File: config.mk
export PLATFORM = sky130hd
export DESIGN_NAME = device_config_words
export DESIGN_NICKNAME = d
export VERILOG_FILES = /design/src/verilog/cfg_words_pkg.sv /design/src/verilog/device_config_words.sv /design/src/verilog/wdog_core.sv
export SDC_FILE = /design/constraint.sdc
export NUM_CORES = 1
export LEC_CHECK = 0
export BUFFER_PORTS_ARGS = -buffer_cell sky130_fd_sc_hd__buf_2
export CORE_MARGIN = 10
export CORE_UTILIZATION = 60
export CTS_BUF_LIST = sky130_fd_sc_hd__clkbuf_4 sky130_fd_sc_hd__clkbuf_8
export CTS_CLUSTER_DIAMETER = 60
export DETAILED_ROUTE_END_ITERATION = 7
export GPL_TIMING_DRIVEN = 0
export MAX_ROUTING_LAYER = met4
export PLACE_DENSITY_LB_ADDON = 0.08
export RECOVER_POWER = 25
export SYNTH_ARGS = -nofsm -noshare
export SYNTH_HDL_FRONTEND = slang
export SYNTH_SLANG_ARGS = --single-unit
File: constraint.sdc
create_clock -name pclk -period 10.5 [get_ports pclk]
set_input_delay 1.575 -clock pclk [delete_from_list [all_inputs] [get_ports pclk]]
set_output_delay 1.575 -clock pclk [all_outputs]
set_load 0.005 [all_outputs]
File: src/verilog/cfg_words_pkg.sv
// package for the configuration word loader: offsets, field layout, timing
// assumes an apb master on pclk at 125 MHz and a config store outside
package cfg_words_pkg;
  // ----------------------------------------
  // register map (byte addresses)
  // ----------------------------------------
  localparam logic [7:0] ADDR_WORD0 = 8'h00;
  localparam logic [7:0] ADDR_WORD1 = 8'h04;
  localparam logic [7:0] ADDR_RUNCFG = 8'h08;
  localparam logic [7:0] ADDR_WDOG = 8'h0C;
  localparam logic [7:0] ADDR_STATUS = 8'h10;
  // ----------------------------------------
  // field positions
  // ----------------------------------------
  localparam int CODE_PROT_BIT = 28;
  localparam int BOOT_WP_BIT = 24;
  localparam int PROG_WP_HI = 18; // nine page bits run from 18 down to 10
  localparam int PROG_WP_LO = 10;
  localparam int PROG_WP_TOP2_LO = 17; // upper two page bits, large parts only
  localparam int SCAN_BIT = 2;
  localparam int WSZ_LO = 24;
  localparam int FWEN_BIT = 23;
  localparam int WDIS_BIT = 22;
  localparam int WPS_LO = 16;
  localparam int RUN_SCAN_BIT = 3;
  localparam int WD_ON_BIT = 0;
  localparam int WD_CLR_BIT = 1;
  // ----------------------------------------
  // constants
  // ----------------------------------------
  localparam logic [4:0] PS_MAX = 5'h14;
  localparam logic [31:0] ERASED = 32'hFFFFFFFF;
  localparam logic [31:0] W0_RSV_MASK = 32'h80000000;
  localparam int CLK_MHZ = 125;
  localparam int RELOAD_NS = 1000;
  localparam int RELOAD_CYC = (RELOAD_NS * CLK_MHZ + 999) / 1000;
  localparam int SYS_DLY_CYC = 8;
  localparam int WD_BASE_CYC = 16;
  localparam logic [31:0] STAT_IDLE = 32'h00000000;
  // ----------------------------------------
  // carriers
  // ----------------------------------------
  typedef struct packed {
    logic code_protect_n;
    logic boot_write_protect_n;
    logic [8:0] program_write_protect_pages;
    logic scan_port_enable;
    logic [1:0] wdog_window_size;
    logic wdog_fuse_enable;
    logic wdog_window_disable;
    logic [4:0] wdog_postscale;
  } cfg_fields_t;
endpackage : cfg_words_pkg

File: src/verilog/device_config_words.sv
// configuration word loader with apb view, run gate and watchdog
// assumes the config store presents both words steadily after power-up
//
// The implementer's own choices: the APB interface to the registers and the register offsets.
module device_config_words (
  // clock and reset
  input wire logic pclk,
  input wire logic presetn,
  input wire logic ce,
  // apb slave
  input wire logic psel,
  input wire logic penable,
  input wire logic pwrite,
  input wire logic [7:0] paddr,
  input wire logic [31:0] pwdata,
  output logic [31:0] prdata,
  output logic pready,
  output logic pslverr,
  // non-volatile words
  input wire logic [31:0] nv_word0,
  input wire logic [31:0] nv_word1,
  // access requests from programmer and cpu
  input wire logic ext_access_req,
  input wire logic boot_write_req,
  // results
  output logic ext_access_ok,
  output logic boot_write_ok,
  output logic cpu_fetch_en,
  output logic scan_port_en,
  output logic wdog_bite,
  output logic wdog_running
);
  parameter bit LARGE_FLASH = 1'b1; // larger program memory variant
  // ----------------------------------------
  // load sequence
  // ----------------------------------------
  typedef enum logic [1:0] {S_RELOAD, S_DELAY, S_RUN} load_state_t;
  load_state_t st_q;
  logic [7:0] dly_q;
  logic [31:0] w0_q;
  logic [31:0] w1_q;
  cfg_words_pkg::cfg_fields_t f;
  // sync of word inputs through three flops
  logic [31:0] s0a_q, s0b_q, s0c_q, s1a_q, s1b_q, s1c_q;
  always_ff @(posedge pclk or negedge presetn) begin
    if (!presetn) begin
      s0a_q <= 32'h00000000;
      s0b_q <= 32'h00000000;
      s0c_q <= 32'h00000000;
      s1a_q <= 32'h00000000;
      s1b_q <= 32'h00000000;
      s1c_q <= 32'h00000000;
    end else if (ce) begin
      s0a_q <= nv_word0;
      s0b_q <= s0a_q;
      s0c_q <= s0b_q;
      s1a_q <= nv_word1;
      s1b_q <= s1a_q;
      s1c_q <= s1b_q;
    end
  end
  // unimplemented protect bits read as one (erased) on small parts
  logic [31:0] wp_top_mask;
  assign wp_top_mask = LARGE_FLASH ? 32'h00000000 : (32'h00000003 << cfg_words_pkg::PROG_WP_TOP2_LO);
  // reload waits out the fixed time, then the system delay
  always_ff @(posedge pclk or negedge presetn) begin
    if (!presetn) begin
      st_q <= S_RELOAD;
      dly_q <= 8'h00;
      w0_q <= cfg_words_pkg::ERASED;
      w1_q <= cfg_words_pkg::ERASED;
    end else if (ce) begin
      case (st_q)
        S_RELOAD: begin
          if (dly_q == 8'(cfg_words_pkg::RELOAD_CYC - 1)) begin
            w0_q <= (s0c_q & s0b_q) | wp_top_mask;
            w1_q <= s1c_q & s1b_q;
            dly_q <= 8'h00;
            st_q <= S_DELAY;
          end else begin
            dly_q <= dly_q + 8'h01;
          end
        end
        S_DELAY: begin
          if (dly_q == 8'(cfg_words_pkg::SYS_DLY_CYC - 1)) begin
            st_q <= S_RUN;
          end else begin
            dly_q <= dly_q + 8'h01;
          end
        end
        S_RUN: st_q <= S_RUN; // fields frozen
        default: st_q <= S_RELOAD;
      endcase
    end
  end
  // ----------------------------------------
  // field decode
  // ----------------------------------------
  assign f.code_protect_n = w0_q[cfg_words_pkg::CODE_PROT_BIT];
  assign f.boot_write_protect_n = w0_q[cfg_words_pkg::BOOT_WP_BIT];
  assign f.program_write_protect_pages = w0_q[cfg_words_pkg::PROG_WP_HI -: 9];
  assign f.scan_port_enable = w0_q[cfg_words_pkg::SCAN_BIT];
  assign f.wdog_window_size = w1_q[cfg_words_pkg::WSZ_LO +: 2];
  assign f.wdog_fuse_enable = w1_q[cfg_words_pkg::FWEN_BIT];
  assign f.wdog_window_disable = w1_q[cfg_words_pkg::WDIS_BIT];
  assign f.wdog_postscale = w1_q[cfg_words_pkg::WPS_LO +: 5];
  logic running;
  assign running = (st_q == S_RUN);
  // ----------------------------------------
  // run-time registers
  // ----------------------------------------
  logic scan_q, wd_sw_on_q, wd_clr_q, run_d;
  logic wr_en, rd_en;
  assign wr_en = psel && penable && pwrite && running;
  assign rd_en = psel && !penable && !pwrite;
  assign run_d = f.wdog_fuse_enable || wd_sw_on_q;
  // scan bit seeded at load, software writable after
  always_ff @(posedge pclk or negedge presetn) begin
    if (!presetn) begin
      scan_q <= 1'b0;
      wd_sw_on_q <= 1'b0;
      wd_clr_q <= 1'b0;
    end else if (ce) begin
      wd_clr_q <= 1'b0;
      if (st_q == S_DELAY) begin
        scan_q <= f.scan_port_enable;
      end else if (wr_en && paddr == cfg_words_pkg::ADDR_RUNCFG) begin
        scan_q <= pwdata[cfg_words_pkg::RUN_SCAN_BIT];
      end
      if (wr_en && paddr == cfg_words_pkg::ADDR_WDOG) begin
        wd_sw_on_q <= pwdata[cfg_words_pkg::WD_ON_BIT]; // ignored under fuse
        wd_clr_q <= pwdata[cfg_words_pkg::WD_CLR_BIT];
      end
    end
  end
  // watchdog
  logic bite;
  wdog_core u_wdog (
    .pclk(pclk),
    .presetn(presetn),
    .ce(ce),
    .run(run_d && running),
    .clr(wd_clr_q),
    .postscale(f.wdog_postscale),
    .win_size(f.wdog_window_size),
    .win_dis(f.wdog_window_disable),
    .bite(bite)
  );
  // ----------------------------------------
  // read mux and apb answer
  // ----------------------------------------
  logic [31:0] rd_mux;
  logic known;
  assign known = (paddr == cfg_words_pkg::ADDR_WORD0) || (paddr == cfg_words_pkg::ADDR_WORD1) ||
                 (paddr == cfg_words_pkg::ADDR_RUNCFG) || (paddr == cfg_words_pkg::ADDR_WDOG) ||
                 (paddr == cfg_words_pkg::ADDR_STATUS);
  assign rd_mux = (paddr == cfg_words_pkg::ADDR_WORD0) ? w0_q :
                  (paddr == cfg_words_pkg::ADDR_WORD1) ? w1_q :
                  (paddr == cfg_words_pkg::ADDR_RUNCFG) ? (32'(scan_q) << cfg_words_pkg::RUN_SCAN_BIT) :
                  (paddr == cfg_words_pkg::ADDR_WDOG) ? {30'h0, 1'b0, run_d} :
                  (paddr == cfg_words_pkg::ADDR_STATUS) ? {29'h0, bite, running, st_q == S_DELAY} :
                  cfg_words_pkg::STAT_IDLE;
  // single wait-free access; error on unmapped or config word write
  always_ff @(posedge pclk or negedge presetn) begin
    if (!presetn) begin
      prdata <= 32'h00000000;
      pready <= 1'b0;
      pslverr <= 1'b0;
    end else if (ce) begin
      pready <= psel && !penable;
      pslverr <= psel && !penable && (!known || (pwrite && paddr <= cfg_words_pkg::ADDR_WORD1));
      if (rd_en) begin
        prdata <= rd_mux;
      end
    end
  end
  // ----------------------------------------
  // outputs
  // ----------------------------------------
  always_ff @(posedge pclk or negedge presetn) begin
    if (!presetn) begin
      ext_access_ok <= 1'b0;
      boot_write_ok <= 1'b0;
      cpu_fetch_en <= 1'b0;
      scan_port_en <= 1'b0;
      wdog_bite <= 1'b0;
      wdog_running <= 1'b0;
    end else if (ce) begin
      ext_access_ok <= ext_access_req && running && f.code_protect_n;
      boot_write_ok <= boot_write_req && running && f.boot_write_protect_n;
      cpu_fetch_en <= running;
      scan_port_en <= scan_q;
      wdog_bite <= bite;
      wdog_running <= run_d && running;
    end
  end
  // ----------------------------------------
  // checks
  // ----------------------------------------
  a_ext_access_gate: assert property (@(posedge pclk) disable iff (!presetn)
    ext_access_ok |-> $past(f.code_protect_n)) else $error("external access while protected");
  a_boot_write_gate: assert property (@(posedge pclk) disable iff (!presetn)
    boot_write_ok |-> $past(f.boot_write_protect_n)) else $error("boot write while protected");
  a_fuse_keeps_wdog: assert property (@(posedge pclk) disable iff (!presetn)
    (ce && running && f.wdog_fuse_enable) |=> wdog_running) else $error("watchdog stopped under fuse");
  a_fuse_off_idle: assert property (@(posedge pclk) disable iff (!presetn)
    (ce && !f.wdog_fuse_enable && !wd_sw_on_q) |=> !wdog_running) else $error("watchdog ran unasked");
  a_scan_seed: assert property (@(posedge pclk) disable iff (!presetn)
    (ce && st_q == S_DELAY) |=> scan_q == $past(f.scan_port_enable)) else $error("scan seed lost");
  a_fetch_delay: assert property (@(posedge pclk) disable iff (!presetn)
    $rose(cpu_fetch_en) |-> ($past(st_q, 2) == S_DELAY)) else $error("fetch before delay");
  a_fields_frozen: assert property (@(posedge pclk) disable iff (!presetn)
    (running && $past(running)) |-> $stable(w0_q) && $stable(w1_q)) else $error("fields changed");
  a_no_early_fetch: assert property (@(posedge pclk) disable iff (!presetn)
    (st_q == S_RELOAD) |-> !cpu_fetch_en) else $error("fetch during reload");
  // small parts must show the absent page bits as erased once loaded
  a_small_part_mask: assert property (@(posedge pclk) disable iff (!presetn)
    (!LARGE_FLASH && running) |-> (w0_q[cfg_words_pkg::PROG_WP_TOP2_LO +: 2] == 2'h3))
    else $error("absent protect bits not erased");
  // a write aimed at loaded word zero is answered with an error
  a_word_write_err: assert property (@(posedge pclk) disable iff (!presetn)
    (ce && psel && !penable && pwrite && paddr == cfg_words_pkg::ADDR_WORD0) |=> pslverr)
    else $error("config word write not refused");
endmodule // device_config_words

File: src/verilog/wdog_core.sv
// watchdog counter with postscale and window check
// assumes the config fields are stable once loaded
module wdog_core (
  // clock and reset
  input wire logic pclk,
  input wire logic presetn,
  input wire logic ce,
  // control
  input wire logic run,
  input wire logic clr,
  input wire logic [4:0] postscale,
  input wire logic [1:0] win_size,
  input wire logic win_dis,
  // result
  output logic bite
);
  // ----------------------------------------
  // timeout and window
  // ----------------------------------------
  logic [4:0] ps_eff;
  logic [31:0] timeout;
  logic [31:0] open_at;
  logic [31:0] cnt_q;
  assign ps_eff = (postscale > cfg_words_pkg::PS_MAX) ? cfg_words_pkg::PS_MAX : postscale;
  assign timeout = 32'(cfg_words_pkg::WD_BASE_CYC) << ps_eff;
  // closed fraction: 75, 62.5, 50, 25 percent of timeout
  assign open_at = (win_size == 2'b11) ? (timeout - (timeout >> 2)) :
                   (win_size == 2'b10) ? ((timeout >> 1) + (timeout >> 3)) :
                   (win_size == 2'b01) ? (timeout >> 1) : (timeout >> 2);
  // early clear is only a fault when windowed
  logic early;
  assign early = clr && !win_dis && (cnt_q < open_at);
  // counter and bite; bite held until reset
  always_ff @(posedge pclk or negedge presetn) begin
    if (!presetn) begin
      cnt_q <= 32'h00000000;
      bite <= 1'b0;
    end else if (ce) begin
      if (!run || clr) begin
        cnt_q <= 32'h00000000;
      end else begin
        cnt_q <= cnt_q + 32'h00000001;
      end
      if (run && (early || cnt_q >= timeout - 32'h00000001)) begin
        bite <= 1'b1;
      end
    end
  end
  // ----------------------------------------
  // checks
  // ----------------------------------------
  a_early_clear_bite: assert property (@(posedge pclk) disable iff (!presetn)
    (ce && run && clr && !win_dis && (cnt_q < open_at)) |=> bite) else $error("early clear not punished");
  // plain mode: a clear well before timeout must never bite
  a_plain_clear_ok: assert property (@(posedge pclk) disable iff (!presetn)
    (ce && run && clr && win_dis && !bite && (cnt_q < timeout - 32'h00000001)) |=> !bite)
    else $error("plain mode clear caused bite");
endmodule // wdog_core
# After elaboration in Yosys (flattened, before gate mapping)
# Cells that the tools add are included.
# totals
regBits	342
input_bits	112
# classes
addsub	5
n_lt_le_gt_ge	4
n_eq_ne	14
shifts	1
n_mux	19
bitwise	2
n_reduce_logical	41
# op_table
op	n
two-way mux 32 bit	5
AND 32 bit	2
adder 31 x 29 -> 32 bit	1
adder 32 x 1 -> 32 bit, second input constant	1
>= comparator 32 bit	1
less-than comparator 32 bit	1
left shift 5 x 5 -> 32 bit, first input constant	1
subtractor 32 x 1 -> 32 bit, second input constant	1
subtractor 32 x 30 -> 32 bit	1
two-way mux 31 bit	1
logical AND 1 bit	17
equality test 8 x 3 -> 1 bit, second input constant	2
equality test 8 x 4 -> 1 bit, second input constant	2
two-way mux 8 bit	2
one-hot mux 8 bit (2 select lines)	1
AND reduction 3 bit	3
adder 8 x 1 -> 8 bit, second input constant	1
equality test 8 x 5 -> 1 bit, second input constant	1
equality test 8 x 7 -> 1 bit, second input constant	1
<= comparator 8 x 3 -> 1 bit, second input constant	1
zero test 8 bit	1
logical OR 1 bit	8
AND reduction 2 bit	4
equality test 2 bit, second input constant	3
other kinds (12)	24

# Depth between registers and ports, before layout
# logic_depth
depth_word	11
depth_mapped	25
ltp_nobuf	23

# Modules after synthesis
# From an unflattened synthesis, not the netlist that was laid out.
# unflattened
cells_unflattened	1814
area_unflattened_um2	18840.6
# modules_own_cells
module	instances	cells_per_inst	area_per_inst_um2
device_config_words	1	944	12269.3
wdog_core	1	870	6571.3

# Least setup slack after synthesis
# OpenSTA, ideal clock, no wires.
# synth_timing
kind	reg-to-reg
from	register w1_q[18]
to	register u_wdog.bite
t_arrival_ns	4.696
t_required_ns	10.418
path_slack_ns	5.722
path_stages_with_launch	25
cell_sequence	dfstp_2 > clkbuf_1 > and2_1 > clkbuf_1 > nand2_1 > inv_1 > ha_1 > buf_2 > a21oi_1 > o22ai_1 > a31oi_2 > a32oi_1 > a41oi_2 > o21ai_1 > and3_1 > or4_1 > ha_1 > a21o_1 > a21oi_1 > nor2b_1 > o211ai_1 > a21boi_0 > o21ai_0 > nand4b_1 > a31oi_1
# synth_between
elab_chain_len	11
elab_cells_between_ends	15
cone_classes	add/sub: 3; order compare: 3; shift: 1; mux: 4; reduce/logical: 4
# synth_lines
element	line	rtl
start: declaration	device_config_words.sv:41	logic [31:0] w1_q;
start signal: assignment	device_config_words.sv:71	w1_q <= cfg_words_pkg::ERASED;
start signal: assignment	device_config_words.sv:77	w1_q <= s1c_q & s1b_q;
greater-than comparator 5 bit	wdog_core.sv:24	assign ps_eff = (postscale > cfg_words_pkg::PS_MAX) ? cfg_words_pkg::PS_MAX : postscale;
two-way mux 5 bit (*)	wdog_core.sv:24	
left shift 5 x 5 -> 32 bit (*)	wdog_core.sv:25	assign timeout = 32'(cfg_words_pkg::WD_BASE_CYC) << ps_eff;
adder 31 x 29 -> 32 bit / two-way mux 31 bit (equally long branches)	wdog_core.sv:28, wdog_core.sv:29	
two-way mux 32 bit	wdog_core.sv:28	(win_size == 2'b10) ? ((timeout >> 1) + (timeout >> 3)) :
two-way mux 32 bit	wdog_core.sv:27	assign open_at = (win_size == 2'b11) ? (timeout - (timeout >> 2)) :
less-than comparator 32 bit	wdog_core.sv:32	assign early = clr && !win_dis && (cnt_q < open_at);
logical AND 1 bit	wdog_core.sv:32	
logical OR 1 bit (*)	wdog_core.sv:44	if (run && (early || cnt_q >= timeout - 32'h00000001)) begin
logical AND 1 bit (*)	wdog_core.sv:44	
AND reduction 2 bit (no source line) (*)	n/a	
end signal: assignment	wdog_core.sv:37	bite <= 1'b0;
end signal: assignment	wdog_core.sv:45	bite <= 1'b1;
end: declaration	wdog_core.sv:15	output logic bite
# Every way passes the cells marked *; elsewhere a longest branch is shown, timed or not.
# A chain may end at the register's enable or synchronous reset.

# Final worst setup path
# layout_timing
from	register w1_q[20]
to	register u_wdog.bite
# Same word-level chain as after synthesis.

==> results.yml <==
status:
  status: "finished with violations"
  violations: "max-capacitance violations, max-slew violations"
sta:
  max_freq_mhz: 160
  finClkSkew_ns: 0.0203
  maxSlewHeadroom_pct: -247
  rsz0062_at_grt: "no"
  period_share_pct: 59.5
  hold_viol_final: 0
  whs_ns: 0.478
  fin_crit_ns: 6.24
  tightest_slew_ns: 5.21
  tns_ns: 0
  setup_viol: 0
  slew_violations: 99
cts:
  cts_root_buf: "clkbuf_8"
  clk_pin_slew_worst_paths_ns: 0.07
  hold_buffers: 0
  cts_tree: "done"
  cts_resized: 0
  cts_made_buffers: 50
  clk_latency_ns: 0.58
  htreeDepth: 2
  postCtsSetupBuffers: 0
  clock-sinks: 342
  clockBufferDepth: 3
run:
  maxCapViolCount: 1
placed_design:
  port_buffers: 121
  dp_cells: 2369
  hpwlAfterDp_um: 37100
  gp_congestion: 0.912
power_and_ir_drop:
  total_power_mw: 3.09
  power_density_nw_per_um2: 146
  p_leak_nw: 9.29
  peakVddDrop_v: 0.000174
grt:
  gr-total-overflow: 0
  grt_max_degree: 128
  grt_use_met1_pct: 30.4
  grt_first_pass_wirelength_um: 78900
  grt-busiest-layer: "met2"
  grtUsageMet3_pct: 3.17
  grt_pass1_vias: 14938
  antenna_found_initial: 2
  grt_usage_pct: 26.0
  grt_use_met2_pct: 45.5
synth:
  synth_ff_type: "dfrtp_1"
  synth_seq_area_share_pct: 46.0
  syn_inst: 1824
  yosys-top-cells-area: "dfrtp_1 37%, mux2_2 12%, dfstp_2 8.9%"
  synth_edf_count: 0
  ys_ff_latch: 342
  yosysWarnings: 0
  syn_avg_cell_area_um2: 10.3
  synth_top_area_share_pct: 37.0
  yosysTopAreaCell: "dfrtp_1"
  synth-async-reset-ratio_pct: 100
  syn_area_um2: 18800
  yosys.cell_types.count: 81
setup_path:
  cp_cell_sequence: "buf_6 > clkbuf_1 > nor2_1 > nand3_1 > inv_1 > ha_1 > nor2b_1 > o2111ai_1 > o221ai_1 > o41ai_1 > o41ai_1 > o311a_1 > o21bai_1 > a31o_2 > ha_1 > nor2b_1 > o21ai_0 > a21oi_1 > o21a_1 > o311ai_0 > nand4b_1 > a31oi_1"
  crit_buf_inv: 3
  cp_data_required_time_ns: 10.98
  slowest_delay_ns: 0.93
  crit_path_max_fanout: 10
  critPathSlowestCell: "o41ai_1"
  path_class: "register to register"
  setup.worst_path.start_class: "register"
  critical_path.top_delay_family: "compound AO/OA/AOI/OAI gates"
  endpoint_kind: "register"
  cp.arrival_ns: 6.73
layout:
  mostFrequentLayoutCells: "278 x dfrtp_1, 211 x nand2_1, 197 x mux2_2"
  drive_above_1_share_pct: 25.4
  post-route-util_pct: 69.0
  num-nets-final: 2254
  syn_to_final_growth_pct: 12.8
  instances_no_fill: 2464
  layout_commonest_cell: "dfrtp_1"
hold_path:
  hold_path_class: "register to register"
die:
  die_w_um: 197
  fp-row-count: 64
  dieArea_um2: 38800
  ios: 152
  coreArea_um2: 30700
  die_h_um: 197
  start_util_pct: 61.1
detailed_routing:
  ant_nets: 0
  drt_pass1_iterations: 5
  first_iter_violations: 779
  drc: 0
  wl_per_cell_um: 20.0
  drt_wl_total_um: 49300
  vias: 14619
  via_per_inst: 5.93
## registers in the layout, summed over array words and instances (netlist names), 32 cells and up
register and count:
s0b_q 32, s0a_q 32, s1a_q 32, s0c_q 32
prdata 32, s1b_q 32, w0_q 32, s1c_q 32
u_wdog.cnt_q 32, w1_q 32
## cells in the mapped netlist (4+ instances only)
| master | number |
|---|---|
| and3_1 | 13 |
| a211oi_1 | 13 |
| dfstp_2 | 64 |
| o21bai_1 | 6 |
| nor3_1 | 35 |
| nor3b_1 | 6 |
| nand2b_1 | 11 |
| a32oi_1 | 5 |
| nor2_1 | 140 |
| o21ai_0 | 116 |
| dfrtp_1 | 278 |
| a31oi_1 | 10 |
| nand4_1 | 27 |
| mux2i_1 | 8 |
| inv_1 | 62 |
| nor2b_1 | 13 |
| buf_1 | 8 |
| nor4_1 | 5 |
| clkbuf_1 | 78 |
| a21oi_1 | 103 |
| or4_1 | 5 |
| xor2_1 | 27 |
| o21a_1 | 4 |
| xnor2_1 | 46 |
| a2111oi_0 | 4 |
| o22ai_1 | 7 |
| nand2_1 | 211 |
| buf_2 | 7 |
| o31ai_1 | 10 |
| or3_1 | 14 |
| nand3_1 | 32 |
| or2_2 | 6 |
| a22oi_1 | 31 |
| a31o_2 | 5 |
| a21o_1 | 13 |
| o211ai_1 | 9 |
| mux2_2 | 197 |
| ha_1 | 116 |
| mux4_2 | 13 |
## power by group
part           internal [mW]  switching, mW
registers               1.47         0.0958
logic                  0.176          0.177
clock network          0.665          0.506
## stage by stage
stage                     cell area (µm²)  worst slack, ns
after floorplan                     18900             5.72
after global placement              20000             1.57
after global routing                21200             3.62
final                               21200             4.26
after CTS                           21200             4.41
after detailed placement            20100             4.46
## logic make-up after synthesis
family / count (synthesis) / share of synthesized area, %
compound gates: 375 / 12.5
xor+xnor: 73 / 3.40
fa+ha+maj: 117 / 7.83
buf+inv: 162 / 3.42
flops: 342 / 46.0
mux: 219 / 13.8
other cells: 2 / 0.0399
simple gates: 534 / 13.0
## metal layers
metal | vias to the layer above | routed length [µm]
li1 | 6894 | -
met4 | 0 | 1490
met5 | - | 0
met1 | 7284 | 20200
met3 | 93 | 1880
met2 | 348 | 25700
## cell type report
cell class	instances	area, µm²
antenna	2	5.00
clock buffer	79	1010
sequential	342	8640
inverter	64	240
multi-input combinational	1346	9620
buffer	98	403
tap	396	495
timing repair buffer	123	659
clock inverter	14	146
fill	2380	9540
## worst paths after layout
kind / from / endpoint / slack, ns / cells past startpoint
setup reg to reg: w1_q[20]$_DFFE_PN1P_ / u_wdog.bite$_DFFE_PN0P_ / 4.26 / 22
hold reg to reg: w1_q[12]$_DFFE_PN1P_ / w1_q[12]$_DFFE_PN1P_ / 0.48 / 2
max in group asynchronous: presetn / s1b_q[24]$_DFFE_PN0P_ / 4.65 / 1
min in group asynchronous: presetn / s0a_q[8]$_DFFE_PN0P_ / 2.88 / 1
hold / removal: w1_q[12]$_DFFE_PN1P_ / w1_q[12]$_DFFE_PN1P_ / 0.48 / 2
setup / recovery: w1_q[20]$_DFFE_PN1P_ / u_wdog.bite$_DFFE_PN0P_ / 4.26 / 22
## worst reg2reg max path, delay by kind of cell (launching register included)
| family | cells | cell delay, ns |
|---|---|---|
| compound gates | 12 | 3.25 |
| simple gates | 5 | 0.99 |
| buf+inv | 3 | 0.73 |
| fa+ha+maj | 2 | 0.66 |
| flops | 1 | 0.52 |
Note: power is estimated with default switching activity, not from simulation.
